**src/hdl/umf_defines.svh**
```systemverilog
/*
   Constants for the modem-control and flow-control block of the serial port.
   Assumes it is included by bare name from every design file that needs it.
*/
`ifndef UMF_DEFINES_SVH
`define UMF_DEFINES_SVH

// Register byte addresses
`define UMF_MCR_ADDR 32'he001_0010
`define UMF_MSR_ADDR 32'he001_0018

// Modem line control fields
`define UMF_MCR_DTR 0
`define UMF_MCR_RTS 1
`define UMF_MCR_OUT1 2
`define UMF_MCR_OUT2 3
`define UMF_MCR_LOOP 4
`define UMF_MCR_ARTS 6
`define UMF_MCR_ACTS 7
`define UMF_MCR_RSVD 5
`define UMF_MCR_RESET 8'h00
`define UMF_MCR_WMASK 8'hdf

// Modem status fields
`define UMF_MSR_DCTS 0
`define UMF_MSR_DDSR 1
`define UMF_MSR_TERI 2
`define UMF_MSR_DDCD 3
`define UMF_MSR_CTS 4
`define UMF_MSR_DSR 5
`define UMF_MSR_RI 6
`define UMF_MSR_DCD 7

// Receive trigger thresholds in characters
`define UMF_TRIG_ZERO 5'h00
`define UMF_TRIG_L0 5'h01
`define UMF_TRIG_L1 5'h04
`define UMF_TRIG_L2 5'h08
`define UMF_TRIG_L3 5'h0e

// Idle and inactive pin levels
`define UMF_LINE_IDLE 1'b1
`define UMF_PIN_INACTIVE 1'b1

`endif

```
**src/hdl/umf_pkg.sv**
```systemverilog
/*
   Types shared by the modem-control block.
   Assumes nothing beyond a SystemVerilog compiler.
*/
`default_nettype none
package umf_pkg;
   // Transmit start gate states
   typedef enum logic [1:0] {
      UMF_TX_IDLE = 2'b00,
      UMF_TX_STALL = 2'b01,
      UMF_TX_BUSY = 2'b10
   } umf_tx_e;
endpackage : umf_pkg
`default_nettype wire

```
**src/hdl/umf_sync_if.sv**
```systemverilog
/*
   Carrier of synchronised modem and serial inputs, asserted-high sense
   for modem lines, raw level for receive data.
   Assumes one producer (the synchroniser) and one consumer.
*/
`default_nettype none
interface umf_sync_if;
   logic cts;
   logic dsr;
   logic ri;
   logic dcd;
   logic rxd;
   modport src (output cts, output dsr, output ri, output dcd, output rxd);
   modport dst (input cts, input dsr, input ri, input dcd, input rxd);
endinterface : umf_sync_if
`default_nettype wire

```
**src/hdl/umf_top.sv**
```systemverilog
/*
   Modem control, diagnostic loopback and automatic flow control of a
   serial port. Holds the modem line control and modem status registers,
   the automatic request-to-send hysteresis, the clear-to-send start gate
   and the registered modem and serial pin drivers.
   Assumes the receive FIFO level and trigger code come from the port's
   FIFO logic on the same clock, and that the transmit shift register
   asks before each character, holds its request until granted, and
   reports when it is busy. Modem inputs and the receive pin are
   asynchronous and are synchronised here; every other input is on clk_i.
   Register reads answer one cycle after the strobe and never wait.
*/
`default_nettype none
`include "umf_defines.svh"
module umf_top #(
   parameter int LEVEL_W = 5
) (
   input wire logic clk_i,
   input wire logic rst_n_i,
   // Register port
   input wire logic [31:0] addr_i,
   input wire logic [7:0] wdata_i,
   input wire logic wr_i,
   input wire logic rd_i,
   output logic [7:0] rdata_o,
   // Receive FIFO side
   input wire logic [LEVEL_W-1:0] rx_level_i,
   input wire logic [1:0] rx_trigger_i,
   output logic rx_serial_o,
   // Transmit shift register side
   input wire logic tx_serial_i,
   input wire logic tx_start_req_i,
   input wire logic tx_busy_i,
   output logic tx_start_o,
   output logic tx_stalled_o,
   // Modem status event towards the port's interrupt logic
   output logic modem_status_event_o,
   // Pins
   input wire logic serial_rx_pin_i,
   output logic serial_tx_pin_o,
   input wire logic clear_to_send_in_n_i,
   input wire logic dsr_n_i,
   input wire logic ri_n_i,
   input wire logic dcd_n_i,
   output logic request_to_send_out_n_o,
   output logic dtr_n_o
);

   // Threshold for a trigger code
   function automatic logic [LEVEL_W-1:0] trig_level(input logic [1:0] code);
      logic [4:0] t;
      t = `UMF_TRIG_L0;
      case (code)
         2'h0: t = `UMF_TRIG_L0;
         2'h1: t = `UMF_TRIG_L1;
         2'h2: t = `UMF_TRIG_L2;
         2'h3: t = `UMF_TRIG_L3;
         default: t = `UMF_TRIG_L0;
      endcase
      return LEVEL_W'(t);
   endfunction : trig_level

   // Threshold one setting below a trigger code, empty below the lowest
   function automatic logic [LEVEL_W-1:0] prev_level(input logic [1:0] code);
      logic [LEVEL_W-1:0] p;
      p = LEVEL_W'(`UMF_TRIG_ZERO);
      if (code != 2'h0) begin
         p = trig_level(code - 2'h1);
      end
      return p;
   endfunction : prev_level

   // Register select for one mapped address
   function automatic logic reg_hit(input logic [31:0] addr, input logic [31:0] target);
      return addr == target;
   endfunction : reg_hit

   umf_sync_if sync_bus ();

   logic [7:0] mcr_r;
   logic [7:0] mcr_nxt;
   logic [3:0] msr_delta_r;
   logic [3:0] msr_delta_nxt;
   logic [3:0] lines_prev_r;
   logic [3:0] lines_now;
   logic [3:0] lines_chg;
   logic rts_hold_r;
   logic rts_auto;
   logic rts_assert;
   logic [LEVEL_W-1:0] hi_thr;
   logic [LEVEL_W-1:0] lo_thr;
   logic loop_on;
   logic auto_rts;
   logic auto_cts;
   logic cts_ok;
   logic rx_serial_nxt;
   logic wr_mcr;
   logic rd_mcr;
   logic rd_msr;
   logic [7:0] mcr_view;
   logic [7:0] msr_view;
   logic [7:0] rdata_nxt;
   umf_pkg::umf_tx_e tx_st_r;
   umf_pkg::umf_tx_e tx_st_nxt;

   // Synchronise modem inputs and receive pin
   umf_sync u_sync (
      .clk_i(clk_i),
      .rst_n_i(rst_n_i),
      .cts_n_i(clear_to_send_in_n_i),
      .dsr_n_i(dsr_n_i),
      .ri_n_i(ri_n_i),
      .dcd_n_i(dcd_n_i),
      .rxd_i(serial_rx_pin_i),
      .sync(sync_bus.src)
   );

   // Mode decodes
   assign loop_on = mcr_r[`UMF_MCR_LOOP];
   assign auto_rts = mcr_r[`UMF_MCR_ARTS];
   assign auto_cts = mcr_r[`UMF_MCR_ACTS];

   // Register strobes, one decode per mapped address
   assign wr_mcr = wr_i && reg_hit(addr_i, `UMF_MCR_ADDR);
   assign rd_mcr = rd_i && reg_hit(addr_i, `UMF_MCR_ADDR);
   assign rd_msr = rd_i && reg_hit(addr_i, `UMF_MSR_ADDR);

   // Deassert and reassert thresholds for the current trigger code
   assign hi_thr = trig_level(rx_trigger_i);
   assign lo_thr = prev_level(rx_trigger_i);

   // Automatic request-to-send hysteresis on the receive FIFO level
   always_ff @(posedge clk_i or negedge rst_n_i) begin
      if (!rst_n_i) begin
         rts_hold_r <= 1'b0;
      end else if (!auto_rts) begin
         rts_hold_r <= 1'b0;
      end else if (rx_level_i >= hi_thr) begin
         rts_hold_r <= 1'b1;
      end else if (rx_level_i <= lo_thr) begin
         rts_hold_r <= 1'b0;
      end
   end

   // Request level that the hysteresis asks for in automatic mode
   assign rts_auto = ~rts_hold_r;

   // Request asserted: hardware in auto mode, the control bit otherwise
   assign rts_assert = auto_rts ? rts_auto : mcr_r[`UMF_MCR_RTS];

   // Control register update
   always_comb begin
      mcr_nxt = mcr_r;
      if (wr_mcr) begin
         mcr_nxt = wdata_i & `UMF_MCR_WMASK;
         if (auto_rts && wdata_i[`UMF_MCR_ARTS]) begin
            mcr_nxt[`UMF_MCR_RTS] = mcr_r[`UMF_MCR_RTS];
         end
      end
      if (auto_rts && (!wr_mcr || wdata_i[`UMF_MCR_ARTS])) begin
         mcr_nxt[`UMF_MCR_RTS] = rts_auto;
      end
   end

   // Modem line control register
   always_ff @(posedge clk_i or negedge rst_n_i) begin
      if (!rst_n_i) begin
         mcr_r <= `UMF_MCR_RESET;
      end else begin
         mcr_r <= mcr_nxt;
      end
   end

   // Status lines: control nibble in loopback, pins otherwise
   always_comb begin
      if (loop_on) begin
         lines_now[0] = mcr_r[`UMF_MCR_RTS];
         lines_now[1] = mcr_r[`UMF_MCR_DTR];
         lines_now[2] = mcr_r[`UMF_MCR_OUT1];
         lines_now[3] = mcr_r[`UMF_MCR_OUT2];
      end else begin
         lines_now[0] = sync_bus.cts;
         lines_now[1] = sync_bus.dsr;
         lines_now[2] = sync_bus.ri;
         lines_now[3] = sync_bus.dcd;
      end
   end

   // Change detection, ring indicator on trailing edge only
   assign lines_chg[0] = lines_now[0] ^ lines_prev_r[0];
   assign lines_chg[1] = lines_now[1] ^ lines_prev_r[1];
   assign lines_chg[2] = lines_prev_r[2] & ~lines_now[2];
   assign lines_chg[3] = lines_now[3] ^ lines_prev_r[3];

   // Previous line levels
   always_ff @(posedge clk_i or negedge rst_n_i) begin
      if (!rst_n_i) begin
         lines_prev_r <= 4'h0;
      end else begin
         lines_prev_r <= lines_now;
      end
   end

   // Sticky deltas: read clears, a new change wins over the clear
   always_comb begin
      msr_delta_nxt = msr_delta_r;
      if (rd_msr) begin
         msr_delta_nxt = 4'h0;
      end
      msr_delta_nxt = msr_delta_nxt | lines_chg;
   end

   // Modem status delta bits
   always_ff @(posedge clk_i or negedge rst_n_i) begin
      if (!rst_n_i) begin
         msr_delta_r <= 4'h0;
      end else begin
         msr_delta_r <= msr_delta_nxt;
      end
   end

   // Any pending delta is reported to the interrupt logic
   assign modem_status_event_o = |msr_delta_r;

   // Control register as software reads it
   always_comb begin
      mcr_view = mcr_r;
      mcr_view[`UMF_MCR_RSVD] = 1'b0;
      if (loop_on) begin
         mcr_view[`UMF_MCR_DTR] = 1'b0;
         mcr_view[`UMF_MCR_RTS] = 1'b0;
      end
   end

   // Status register: line levels above sticky deltas
   assign msr_view = {lines_now, msr_delta_r};

   // Read data, one cycle after the strobe, zero when unmapped or idle
   always_comb begin
      rdata_nxt = 8'h00;
      if (rd_mcr) begin
         rdata_nxt = mcr_view;
      end else if (rd_msr) begin
         rdata_nxt = msr_view;
      end
   end

   // Read data register
   always_ff @(posedge clk_i or negedge rst_n_i) begin
      if (!rst_n_i) begin
         rdata_o <= 8'h00;
      end else begin
         rdata_o <= rdata_nxt;
      end
   end

   // Clear-to-send gate for the transmitter
   assign cts_ok = !auto_cts || lines_now[0];

   // Transmit start gate state
   always_comb begin
      tx_st_nxt = tx_st_r;
      case (tx_st_r)
         umf_pkg::UMF_TX_IDLE: begin
            if (tx_start_req_i && cts_ok) begin
               tx_st_nxt = umf_pkg::UMF_TX_BUSY;
            end else if (tx_start_req_i) begin
               tx_st_nxt = umf_pkg::UMF_TX_STALL;
            end
         end
         umf_pkg::UMF_TX_STALL: begin
            if (!tx_start_req_i) begin
               tx_st_nxt = umf_pkg::UMF_TX_IDLE;
            end else if (cts_ok) begin
               tx_st_nxt = umf_pkg::UMF_TX_BUSY;
            end
         end
         umf_pkg::UMF_TX_BUSY: begin
            if (!tx_busy_i && !tx_start_req_i) begin
               tx_st_nxt = umf_pkg::UMF_TX_IDLE;
            end
         end
         default: tx_st_nxt = umf_pkg::UMF_TX_IDLE;
      endcase
   end

   // Gate state register
   always_ff @(posedge clk_i or negedge rst_n_i) begin
      if (!rst_n_i) begin
         tx_st_r <= umf_pkg::UMF_TX_IDLE;
      end else begin
         tx_st_r <= tx_st_nxt;
      end
   end

   // Start is granted only with a request and, in auto clear-to-send mode, a clear line
   assign tx_start_o = tx_start_req_i && cts_ok && (tx_st_r != umf_pkg::UMF_TX_BUSY);
   assign tx_stalled_o = (tx_st_r == umf_pkg::UMF_TX_STALL);

   // Receiver serial input: own transmitter in loopback, pin otherwise
   assign rx_serial_nxt = loop_on ? tx_serial_i : sync_bus.rxd;

   // Receiver serial input register
   always_ff @(posedge clk_i or negedge rst_n_i) begin
      if (!rst_n_i) begin
         rx_serial_o <= `UMF_LINE_IDLE;
      end else begin
         rx_serial_o <= rx_serial_nxt;
      end
   end

   // Transmit pin; a stalled shifter idles high, so the line marks until clear
   always_ff @(posedge clk_i or negedge rst_n_i) begin
      if (!rst_n_i) begin
         serial_tx_pin_o <= `UMF_LINE_IDLE;
      end else begin
         serial_tx_pin_o <= loop_on ? `UMF_LINE_IDLE : tx_serial_i;
      end
   end

   // Terminal-ready pin, active low, inactive in loopback
   always_ff @(posedge clk_i or negedge rst_n_i) begin
      if (!rst_n_i) begin
         dtr_n_o <= `UMF_PIN_INACTIVE;
      end else if (loop_on) begin
         dtr_n_o <= `UMF_PIN_INACTIVE;
      end else begin
         dtr_n_o <= ~mcr_r[`UMF_MCR_DTR];
      end
   end

   // Request-to-send pin, active low, inactive in loopback
   always_ff @(posedge clk_i or negedge rst_n_i) begin
      if (!rst_n_i) begin
         request_to_send_out_n_o <= `UMF_PIN_INACTIVE;
      end else if (loop_on) begin
         request_to_send_out_n_o <= `UMF_PIN_INACTIVE;
      end else begin
         request_to_send_out_n_o <= ~rts_assert;
      end
   end

endmodule : umf_top
`default_nettype wire

```
**src/hdl/umf_sync.sv**
```systemverilog
/*
   Two-stage synchroniser for the modem inputs and receive pin.
   Assumes active-low modem pins and an idle-high receive line.
*/
`default_nettype none
`include "umf_defines.svh"
module umf_sync (
   input wire logic clk_i,
   input wire logic rst_n_i,
   input wire logic cts_n_i,
   input wire logic dsr_n_i,
   input wire logic ri_n_i,
   input wire logic dcd_n_i,
   input wire logic rxd_i,
   umf_sync_if.src sync
);
   logic [4:0] meta_r;
   logic [4:0] stab_r;

   // First stage feeds only the second
   always_ff @(posedge clk_i or negedge rst_n_i) begin
      if (!rst_n_i) begin
         meta_r <= 5'h1f;
         stab_r <= 5'h1f;
      end else begin
         meta_r <= {rxd_i, dcd_n_i, ri_n_i, dsr_n_i, cts_n_i};
         stab_r <= meta_r;
      end
   end

   // Asserted-high view of the modem lines
   assign sync.cts = ~stab_r[0];
   assign sync.dsr = ~stab_r[1];
   assign sync.ri = ~stab_r[2];
   assign sync.dcd = ~stab_r[3];
   assign sync.rxd = stab_r[4];
endmodule : umf_sync
`default_nettype wire

```
**config.mk**
```make
export PLATFORM = sky130hd
export DESIGN_NAME = umf_top
export DESIGN_NICKNAME = d
export VERILOG_FILES = /design/src/hdl/umf_pkg.sv /design/src/hdl/umf_sync_if.sv /design/src/hdl/umf_top.sv /design/src/hdl/umf_sync.sv
export VERILOG_INCLUDE_DIRS = /design/src /design/src/hdl
export SDC_FILE = /design/constraint.sdc
export NUM_CORES = 1
export LEC_CHECK = 0
export BUFFER_PORTS_ARGS = -buffer_cell sky130_fd_sc_hd__buf_2
export CAP_MARGIN = 5
export CELL_PAD_IN_SITES_DETAIL_PLACEMENT = 1
export CELL_PAD_IN_SITES_GLOBAL_PLACEMENT = 2
export CORE_MARGIN = 5
export CORE_UTILIZATION = 26
export CTS_CLUSTER_DIAMETER = 100
export CTS_CLUSTER_SIZE = 12
export DETAILED_ROUTE_END_ITERATION = 12
export GPL_ROUTABILITY_DRIVEN = 0
export HOLD_SLACK_MARGIN = 0.03
export PLACE_DENSITY_LB_ADDON = 0.1
export SLEW_MARGIN = 30
export SYNTH_ARGS = -nofsm -noshare
export SYNTH_HDL_FRONTEND = slang
export SYNTH_SLANG_ARGS = --single-unit
```
**constraint.sdc**
```tcl
create_clock -name clk_i -period 1.4 [get_ports clk_i]
set_clock_uncertainty 0.1 [all_clocks]
set_input_delay 0.14 -clock clk_i [delete_from_list [all_inputs] [get_ports clk_i]]
set_output_delay 0.14 -clock clk_i [all_outputs]
set_load 0.01 [all_outputs]
```
==> metrics.yaml, run 1 <==
job:
  drv_cap: 0
sta:
  period_needed_ps: 1680
  timing.final.max_slew_violations: 0
  fin_crit_sh_pct: 120
  max_freq_ghz: 0.596
  holdWs_ps: 63.9
  fin_ws_ps: -276
  hold_viol: 0
  rsz0062_at_grt: "yes"
  setup-violations-final: 10
drt:
  drc: 0
  via_per_inst: 4.58
  drt_wl_total_mm: 5.18
  vias: 1567
  first_pass_iters: 4
  post_drt_wl_per_cell_um: 15.1
  drt_iter0_drc: 26
  antenna_left: 0
power_and_ir_drop:
  ir_worst_vdd_uv: 399
  powerDensity_nw_per_um2: 786
  power.leakage_uw: 0.00134
synth:
  synth_nets: 210
  synth_top_area_cell: "dfrtp_1"
  synth_area_um2: 1750
  synth_area_leaders: "dfrtp_1 (37%), dfstp_2 (21%), ha_1 (5.7%)"
  yosysMostFrequentCell: "dfrtp_1"
  async_reset_ff_share_pct: 100
  synth_edf_count: 0
  ys_seq_area_share_pct: 58.1
  synth_top_cells_by_count: "dfrtp_1 (26), dfstp_2 (14), nor2_1 (12), nand2_1 (10), ha_1 (8)"
  avgSynthCellArea_um2: 12.2
  ys_ff_latch: 40
  synth_cells: 143
  post-synth-top-area-fraction_pct: 37.1
  synth.distinct_cells: 40
  ys_warn_count: 0
  synth_flop_cell: "dfrtp_1"
global_routing:
  first_global_vias: 1788
  grt_first_pass_wirelength_mm: 8.39
  antenna_found_initial: 0
  grt.total_usage_pct: 12.6
  globalRouteOverflowTotal: 0
  grt_max_degree: 18
cts:
  cts.sinks: 40
  cts-htree-levels: 2
  clk_latency_ps: 290
  cts_tree: "done"
  clk_pin_slew_worst_paths_ps: 70
  clockBufferDepth: 2
  cts_root_buffer: "clkbuf_8"
  numCtsBuffers: 5
finish:
  synthToLayoutAreaGrowth_pct: 61.9
  drive_above_1_share_pct: 56.9
  antenna_cells: 0
  multi_input_area_um2: 838
  finalNetCount: 328
  stdcell_area_um2: 2840
  seq_area_um2: 1020
  post-route-util_pct: 42.5
  fillers: 747
status:
  status: "finished with violations"
  violations: "setup timing"
hold_path:
  holdCritPathClass: "input pin to register"
place:
  postPlaceCellArea_um2: 2380
  hpwl_mm: 4.02
  port_buffers: 72
worst_setup_path:
  worstSetupEndpointType: "register"
  cp_max_fo: 7
  path_class: "input pin to register"
  cp.required_ps: 1480
  worstSetupStartpointType: "input pin"
  arrival_ps: 1750
die:
  die_x_um: 92.1
  die_area_um2: 8480
  die_y_um: 92.1
  pin_count: 74
  core_area_um2: 6680
  num_rows: 30
  start_util_pct: 26.2
placed cells by master, fill, tap and decap left out, types with 5 or more instances in the layout:
| cell type | count |
|---|---|
| ha_1 | 8 |
| inv_1 | 5 |
| clkbuf_8 | 5 |
| buf_2 | 66 |
| nor2_1 | 10 |
| nand2_1 | 10 |
| dlygate4sd3_1 | 15 |
| dfrtp_1 | 25 |
| buf_6 | 12 |
| buf_4 | 18 |
| dfstp_2 | 14 |
critical path, cell delays in order:
cell	delay [ps]
buf_2	100
nor4_2	240
nand2_1	90
or4_4	430
nor4_4	230
buf_6	170
mux2_2	330
power by group:
part	total, uW	switching (uW)	internal, uW
clock	725	375	350
combinational	293	123	169
sequential	1210	14.6	1200
total	2230	513	1720
repair_timing:
action	CTS	global route
gates resized for setup	25	13
endpoints found under the setup margin	20	20
pin swaps	10	12
setup buffers	6	1
hold buffers	15	0
hold endpoints to repair	39	0
logic make-up after synthesis:
group / synth area share [%]
AO/OA/AOI/OAI: 10.3
XOR/XNOR: 1.50
adder cells (fa/ha/maj): 5.71
buffers and inverters: 1.50
flip-flops: 58.1
multiplexers: 5.07
other: 0.214
AND/OR/NAND/NOR: 17.6
sequential cells by signal, indices dropped and copies added (netlist names), 2 cells and up:
register       cells
u_sync.stab_r      5
u_sync.meta_r      5
mcr_r              7
lines_prev_r       4
rdata_o            8
tx_st_r            2
msr_delta_r        4
layout make-up:
type	count	area share, %
timing repair buffer	112	27.2
sequential	40	36.0
inverter	6	0.926
clock inverter	1	0.176
multi-input combinational	96	29.6
tap	80	3.53
clock buffer	7	2.69
worst paths after layout:
path                                             from                                end  slack, ps  cells after the start
setup / recovery                           addr_i[11]               mcr_r[2]$_DFFE_PN0P_       -280                      7
hold reg to reg            u_sync.meta_r[0]$_DFF_PN1_         u_sync.stab_r[0]$_DFF_PN1_        260                      0
max in group asynchronous                     rst_n_i  request_to_send_out_n_o$_DFF_PN1_        470                      3
min in group asynchronous                     rst_n_i          lines_prev_r[0]$_DFF_PN0_        220                      2
hold / removal                             wdata_i[1]               mcr_r[1]$_DFFE_PN0P_         60                      3
setup reg to reg                 mcr_r[4]$_DFFE_PN0P_           msr_delta_r[1]$_DFF_PN0_        -10                      6
metal layers:
layer / vias up / track usage (%) / share of wire, % / wire length [um]
met2: 38 / 22.7 / 54 / 2790
met5: - / 0 / 0 / 0
met1: 769 / 14.2 / 40 / 2060
met3: 11 / 2.95 / 4.0 / 206
met4: 0 / 4.70 / 2.3 / 119
li1: 749 / - / - / -
through the flow:
step | total power, uW | setup slack [ps] | setup TNS [ps] | instances
final | 2230 | -276 | -2110 | 342
after global routing | 2370 | -323 | -2770 | 342
after CTS | 2270 | -272 | -2170 | 341
after detailed placement | 1470 | -619 | -9070 | 313
after global placement | 1460 | -590 | -8610 | 313
after floorplan | 1300 | -527 | -6920 | 143
Power figures use the tool's default switching activity.
==> run 2, diff against run 1 <==
--- a/config.mk
+++ b/config.mk
@@ -18,6 +18,7 @@
 export GPL_ROUTABILITY_DRIVEN = 0
 export HOLD_SLACK_MARGIN = 0.03
 export PLACE_DENSITY_LB_ADDON = 0.1
+export RECOVER_POWER = 50
 export SLEW_MARGIN = 30
 export SYNTH_ARGS = -nofsm -noshare
 export SYNTH_HDL_FRONTEND = slang
==> run 2 against run 1 <==
Net effect: clock power barely moved; largest power group unchanged; global-route usage is the same; register-to-register slack barely moved; via count down 0.45%; highest routed layer unchanged; fmax about the same; clock-buffer cell count did not move; critical path depth did not move; power decreased by 0.22%; hold slack about the same; the flow still finishes with violations (setup timing); sequential power about the same; sequential cell count unchanged; cell count stayed put.
==> metrics.yaml, run 2 (same netlist as run 1, synthesis figures left out) <==
status:
  status: "finished with violations"  # unchanged
  violations: "setup timing"  # unchanged
sta:
  setup-violations-final: 10  # unchanged
  timing.final.max_slew_violations: 0  # unchanged
  max_freq_ghz: 0.596  # about the same
  rsz0062_at_grt: "yes"  # unchanged
  hold_viol: 0  # unchanged
  fin_crit_sh_pct: 120  # about the same
  fin_ws_ps: -277  # was -276 ps
  period_needed_ps: 1680  # about the same
  tns_ps: -2110  # about the same
place:
  port_buffers: 72  # unchanged
  hpwl_mm: 4.02  # unchanged
  postPlaceCellArea_um2: 2380  # unchanged
finish:
  top_regs: "rdata_o x8, mcr_r x7"  # unchanged
  regMostFlops: "rdata_o"  # unchanged
  synthToLayoutAreaGrowth_pct: 60.9  # was 61.9%
  antenna_cells: 0  # unchanged
  largest_reg_flops: 8  # unchanged
  drive_above_1_share_pct: 56.9  # unchanged
  mostFrequentLayoutCells: "buf_2 (65), dfrtp_1 (25), buf_4 (17)"  # was buf_2 (66), dfrtp_1 (25), buf_4 (18)
  finalNetCount: 328  # unchanged
  layout_commonest_cell: "buf_2"  # unchanged
  fillers: 750  # was 747
  stdcell_area_um2: 2820  # was 2840 um^2
power_and_ir_drop:
  seqPwrFrac_pct: 54.5  # was 54.3%
  intPower_uw: 1710  # was 1720 uW
  ir_worst_vdd_uv: 400  # was 399 uV
  powerDensity_nw_per_um2: 789  # was 786 nW/um^2
  power.leakage_uw: 0.00133  # was 0.00134 uW
  netSwitchingFraction_pct: 23.1  # was 23.0%
  switchingPower_uw: 514  # was 513 uW
  clkPwrFrac_pct: 32.7  # was 32.5%
  pwr-share-comb_pct: 12.9  # was 13.1%
cts:
  clk_latency_ps: 290  # about the same
  cts_root_buffer: "clkbuf_8"  # unchanged
  numCtsBuffers: 5  # unchanged
  cts.sinks: 40  # unchanged
  clk_pin_slew_worst_paths_ps: 70  # about the same
  clockBufferDepth: 2  # unchanged
  cts-htree-levels: 2  # unchanged
  cts_tree: "done"  # unchanged
die:
  die_area_um2: 8480  # unchanged
  start_util_pct: 26.2  # unchanged
  pin_count: 74  # unchanged
  die_y_um: 92.1  # unchanged
  core_area_um2: 6680  # unchanged
  num_rows: 30  # unchanged
  die_x_um: 92.1  # unchanged
drt:
  drt_iter0_drc: 32  # was 26
  vias: 1560  # was 1567
  highest_layer: "met4"  # unchanged
  first_pass_iters: 4  # unchanged
  wl_met1_mm: 2.05  # was 2.06 mm
  via_per_inst: 4.56  # was 4.58
  wl_met2_mm: 2.80  # was 2.79 mm
  drt_wl_total_mm: 5.18  # about the same
  post_drt_wl_per_cell_um: 15.1  # about the same
  drc: 0  # unchanged
  antenna_left: 0  # unchanged
  met3_length_um: 210  # was 206 um
global_routing:
  globalRouteOverflowTotal: 0  # unchanged
  first_global_vias: 1788  # unchanged
  antenna_found_initial: 0  # unchanged
  grt.total_usage_pct: 12.6  # unchanged
  grt_first_pass_wirelength_mm: 8.39  # unchanged
  grt_max_degree: 18  # unchanged
worst_setup_path:
  critPathMaxStageDelay_ps: 430  # about the same
  arrival_ps: 1750  # about the same
  cp_max_fo: 7  # unchanged
  cp_num_buf_inv: 2  # unchanged
  worstPathCellList: "buf_2, nor4_2, nand2_1, or4_4, nor4_4, buf_6, mux2_2"  # unchanged
  worstSetupEndpointType: "register"  # unchanged
  cp.required_ps: 1480  # about the same
  cp_slowest_cell: "or4_4"  # unchanged
  critPathTopFamily: "simple AND/OR/NAND/NOR gates"  # unchanged
  worstSetupStartpointType: "input pin"  # unchanged
  path_class: "input pin to register"  # unchanged
job:
  drv_cap: 0  # unchanged
hold_path:
  holdCritPathClass: "input pin to register"  # unchanged
run 2: cell count changes in the layout (fill, tap and decap cells not counted):
| cell | change |
|---|---|
| clkbuf_2 | +3 |
| buf_12 | -1 |
| buf_2 | -1 |
| buf_4 | -1 |
run 2: per-layer routing:
layer | vias to the layer above | global-route usage [%]
met1 | 764 | 14.2
met3 | 11 | 2.95
met5 | - | 0
met4 | 0 | 4.70
li1 | 749 | -
met2 | 36 | 22.7
run 2: power by group through the flow:
| stage | logic [uW] | clock network (uW) | registers, uW |
|---|---|---|---|
| 6_report | 287 | 726 | 1210 |
| 5_1_grt | 322 | 825 | 1210 |
| 4_1_cts | 295 | 768 | 1210 |
| 3_5_place_dp | 245 | 0 | 1230 |
| 3_3_place_gp | 230 | 0 | 1230 |
| 2_1_floorplan | 76.9 | 0 | 1230 |
run 2: cell type report:
class	count	area [um^2]	area share, %
Multi-Input combinational cell	96	838	29.7
Sequential cell	40	1020	36.2
Timing Repair Buffer	112	753	26.7
Clock buffer	7	76.3	2.71
Clock inverter	1	5.00	0.178
Tap cell	80	100	3.55
Inverter	6	26.3	0.932
run 2: worst min-delay path, delay by kind of cell:
family	cells	cell delay, ps
compound gates	1	50
buf+inv	1	80
mux	1	120
run 2: metrics by stage:
step / hold WS [ps] / power [uW] / util, % / cells / worst slack (ps)
3_5_place_dp: 7.60 / 1470 / 35.7 / 313 / -619
2_1_floorplan: -256 / 1300 / - / 143 / -527
6_report: 63.8 / 2220 / 42.2 / 342 / -277
4_1_cts: 59.1 / 2270 / 41.4 / 341 / -272
3_3_place_gp: -5.86 / 1460 / 35.7 / 313 / -590
5_1_grt: 83.3 / 2360 / 42.2 / 342 / -323
run 2: worst paths after layout:
path | endpoint | slack, ps | startpoint | cells after the start
worst max-delay path | mcr_r[2]$_DFFE_PN0P_ | -280 | addr_i[11] | 7
worst min-delay path | mcr_r[1]$_DFFE_PN0P_ | 60 | wdata_i[1] | 3
worst max register to register | msr_delta_r[1]$_DFF_PN0_ | -10 | mcr_r[4]$_DFFE_PN0P_ | 6
worst min register to register | u_sync.stab_r[0]$_DFF_PN1_ | 260 | u_sync.meta_r[0]$_DFF_PN1_ | 0
max in group asynchronous | request_to_send_out_n_o$_DFF_PN1_ | 210 | rst_n_i | 3
min in group asynchronous | lines_prev_r[0]$_DFF_PN0_ | 220 | rst_n_i | 2
run 2: what timing repair did:
action / in CTS / in global routing
gates resized for setup: 25 / 13
hold buffers: 15 / 0
setup buffers: 6 / 1
endpoints found under the hold margin: 39 / 0
setup endpoints to repair: 20 / 20
pin swaps: 10 / 12
==> run 3, diff against run 2 <==
--- a/config.mk
+++ b/config.mk
@@ -22,4 +22,5 @@
 export SLEW_MARGIN = 30
 export SYNTH_ARGS = -nofsm -noshare
 export SYNTH_HDL_FRONTEND = slang
+export SYNTH_HIERARCHICAL = 1
 export SYNTH_SLANG_ARGS = --single-unit
==> run 3 against run 2 <==
Net effect: the run still ends with setup timing left; non-clock buffer count shrank 10; sequential cell count is the same; utilization grew 0.36 points; setup slack gained 76 ps; global-route usage shrank 0.53 points; first-iteration DRC count shrank 59%; area after synthesis shrank 0.50%; register-to-register slack gained 70 ps; power grew 1.4%; routed wire length shrank 5.5%.
==> metrics.yaml, run 3 <==
global_routing:
  grt_max_degree: 19  # was 18
  globalRouteOverflowTotal: 0  # unchanged
  met2_usage_pct: 24.0  # was 22.7%
  antenna_found_initial: 0  # unchanged
  grt-busiest-layer: "met2"  # unchanged
  grtUsageMet1_pct: 11.9  # was 14.2%
  grt.met3_usage_pct: 3.36  # was 2.95%
  first_global_vias: 1770  # was 1788
  grt_first_pass_wirelength_mm: 8.02  # was 8.39 mm
  grt.total_usage_pct: 12.0  # was 12.6%
cts:
  cts-htree-levels: 2  # unchanged
  clockBufferDepth: 2  # unchanged
  clk_latency_ps: 290  # about the same
  numCtsBuffers: 5  # unchanged
  cts_root_buffer: "clkbuf_8"  # unchanged
  cts_tree: "done"  # unchanged
  clk_pin_slew_worst_paths_ps: 80  # was 70 ps
  cts.sinks: 40  # unchanged
die:
  die_y_um: 91.9  # was 92.1 um
  num_rows: 29  # was 30
  start_util_pct: 27.1  # was 26.2%
  die_x_um: 91.9  # was 92.1 um
  pin_count: 74  # unchanged
  die_area_um2: 8440  # was 8480 um^2
  core_area_um2: 6420  # was 6680 um^2
sta:
  setup-violations-final: 13  # was 10
  fin_ws_ps: -201  # was -277 ps
  hold_viol: 0  # unchanged
  period_needed_ps: 1600  # was 1680 ps
  holdWs_ps: 31.7  # was 63.8 ps
  rsz0062_at_grt: "yes"  # unchanged
  timing.final.max_slew_violations: 0  # unchanged
  tns_ps: -1570  # was -2110 ps
  max_freq_ghz: 0.625  # was 0.596 GHz
  fin_crit_sh_pct: 114  # was 120%
worst_setup_path:
  cp_slowest_cell: "dfstp_2"  # was or4_4
  cp_max_fo: 2  # was 7
  critPathTopFamily: "flip-flops"  # was simple AND/OR/NAND/NOR gates
  worstSetupStartpointType: "register"  # was input pin
  cp.required_ps: 1160  # was 1480 ps
  worstSetupEndpointType: "output port"  # was register
  arrival_ps: 1360  # was 1750 ps
  cp_num_buf_inv: 2  # unchanged
  worstPathCellList: "inv_2, mux2i_4, nand2_2, and3_4, buf_6"  # was buf_2, nor4_2, nand2_1, or4_4, nor4_4, buf_6, mux2_2
  critPathMaxStageDelay_ps: 530  # was 430 ps
  path_class: "register to output port"  # was input pin to register
finish:
  drive_above_1_share_pct: 53.4  # was 56.9%
  antenna_cells: 0  # unchanged
  largest_reg_flops: 8  # unchanged
  top_regs: "rdata_o x8, mcr_r x7"  # unchanged
  stdcell_area_um2: 2730  # was 2820 um^2
  regMostFlops: "rdata_o"  # unchanged
  layout_commonest_cell: "buf_2"  # unchanged
  finalNetCount: 315  # was 328
  synthToLayoutAreaGrowth_pct: 56.8  # was 60.9%
  post-route-util_pct: 42.5  # was 42.2%
  mostFrequentLayoutCells: "buf_2 (64), dfrtp_1 (26), dlygate4sd3_1 (15)"  # was buf_2 (65), dfrtp_1 (25), buf_4 (17)
synth:
  synth_cells: 141  # was 143
  synth_top_cells_by_count: "dfrtp_1 (26), dfstp_2 (14), inv_1 (14), ha_1 (8), nand2_1 (8)"  # was dfrtp_1 (26), dfstp_2 (14), nor2_1 (12), nand2_1 (10), ha_1 (8)
  synth_area_leaders: "dfrtp_1 (37%), dfstp_2 (21%), ha_1 (5.7%)"  # unchanged
  async_reset_ff_share_pct: 100  # unchanged
  synth_flop_cell: "dfrtp_1"  # unchanged
  ys_warn_count: 6  # was 0
  synth_nets: 208  # was 210
  synth_top_area_cell: "dfrtp_1"  # unchanged
  ys_ff_latch: 40  # unchanged
  avgSynthCellArea_um2: 12.4  # was 12.2 um^2
  synth_area_um2: 1740  # was 1750 um^2
  synth.distinct_cells: 36  # was 40
  post-synth-top-area-fraction_pct: 37.3  # was 37.1%
  yosysMostFrequentCell: "dfrtp_1"  # unchanged
  ys_seq_area_share_pct: 58.4  # was 58.1%
  synth_edf_count: 0  # unchanged
power_and_ir_drop:
  switchingPower_uw: 535  # was 514 uW
  seqPwrFrac_pct: 53.8  # was 54.5%
  pwr-share-comb_pct: 13.5  # was 12.9%
  ir_worst_vdd_uv: 459  # was 400 uV
  powerDensity_nw_per_um2: 826  # was 789 nW/um^2
  netSwitchingFraction_pct: 23.7  # was 23.1%
  intPower_uw: 1720  # was 1710 uW
  clkPwrFrac_pct: 32.7  # about the same
  power.leakage_uw: 0.00134  # was 0.00133 uW
drt:
  vias: 1487  # was 1560
  first_pass_iters: 4  # unchanged
  antenna_left: 0  # unchanged
  via_per_inst: 4.56  # about the same
  drt_wl_total_mm: 4.89  # was 5.18 mm
  post_drt_wl_per_cell_um: 15.0  # was 15.1 um
  drt_iter0_drc: 13  # was 32
  drc: 0  # unchanged
status:
  status: "finished with violations"  # unchanged
  violations: "setup timing"  # unchanged
hold_path:
  holdCritPathClass: "input pin to register"  # unchanged
place:
  port_buffers: 72  # unchanged
  postPlaceCellArea_um2: 2350  # was 2380 um^2
  hpwl_mm: 3.92  # was 4.02 mm
job:
  drv_cap: 0  # unchanged
run 3: per-layer routing:
metal	up-vias	share of wire (%)
met2	46	56
met4	0	1.3
met5	-	0
li1	709	-
met1	728	36
met3	4	6.3
run 3: worst register-to-register path, stage by stage (launching register included):
cell and delay [ps]:
dfrtp_1 420, buf_6 180, mux2i_4 280, xnor2_1 100, a21o_1 160
run 3: path summary, 6_finish.rpt:
path                                                  from                          to  slack, ps  depth (start not counted)
worst min register to register  u_sync/meta_r[1]$_DFF_PN1_  u_sync/stab_r[1]$_DFF_PN1_        260                          0
min in group asynchronous                          rst_n_i        rdata_o[7]$_DFF_PN0_        230                          2
worst max register to register        mcr_r[4]$_DFFE_PN0P_    msr_delta_r[3]$_DFF_PN0_         60                          4
worst min-delay path                         rx_level_i[4]      rts_hold_r$_DFFE_PN0P_         30                          3
worst max-delay path            u_sync/stab_r[0]$_DFF_PN1_                  tx_start_o       -200                          5
max in group asynchronous                          rst_n_i           dtr_n_o$_DFF_PN1_        170                          3
run 3: timing repair:
| action | 4_1_cts | 5_1_grt |
|---|---|---|
| resized for setup | 18 | 23 |
| hold buffers | 15 | 0 |
| endpoints found under the setup margin | 10 | 23 |
| buffers inserted | 3 | 1 |
| hold endpoints to repair | 28 | 0 |
| pin swaps | 14 | 7 |
run 3: cell type report:
cell class	count	area, um^2
clock buffers	6	72.6
clock inverters	2	12.5
fillers	706	3690
inverters	14	52.6
multi-input cells	85	805
flip-flops and latches	40	1020
well taps	77	96.3
repair buffers	102	676
run 3: power by group through the flow:
stage	registers, uW	logic [uW]	clock network, uW
2_1_floorplan	1230	85.6	0
3_3_place_gp	1230	239	0
3_5_place_dp	1240	253	0
4_1_cts	1220	295	772
5_1_grt	1220	344	829
6_report	1210	304	737
run 3: metrics by stage:
stage	cells	power [uW]	setup WS (ps)
2_1_floorplan	141	1320	-311
3_3_place_gp	302	1470	-475
3_5_place_dp	302	1490	-541
4_1_cts	328	2280	-287
5_1_grt	326	2390	-272
6_report	326	2260	-201
run 3: logic make-up after synthesis:
kind of cell,after synthesis,synth area share (%)
buf+inv,16,3.52
xor+xnor,3,1.51
other cells,1,0.215
simple gates,40,14.1
flops,40,58.4
compound gates,21,9.04
fa+ha+maj,8,5.74
mux,12,7.39
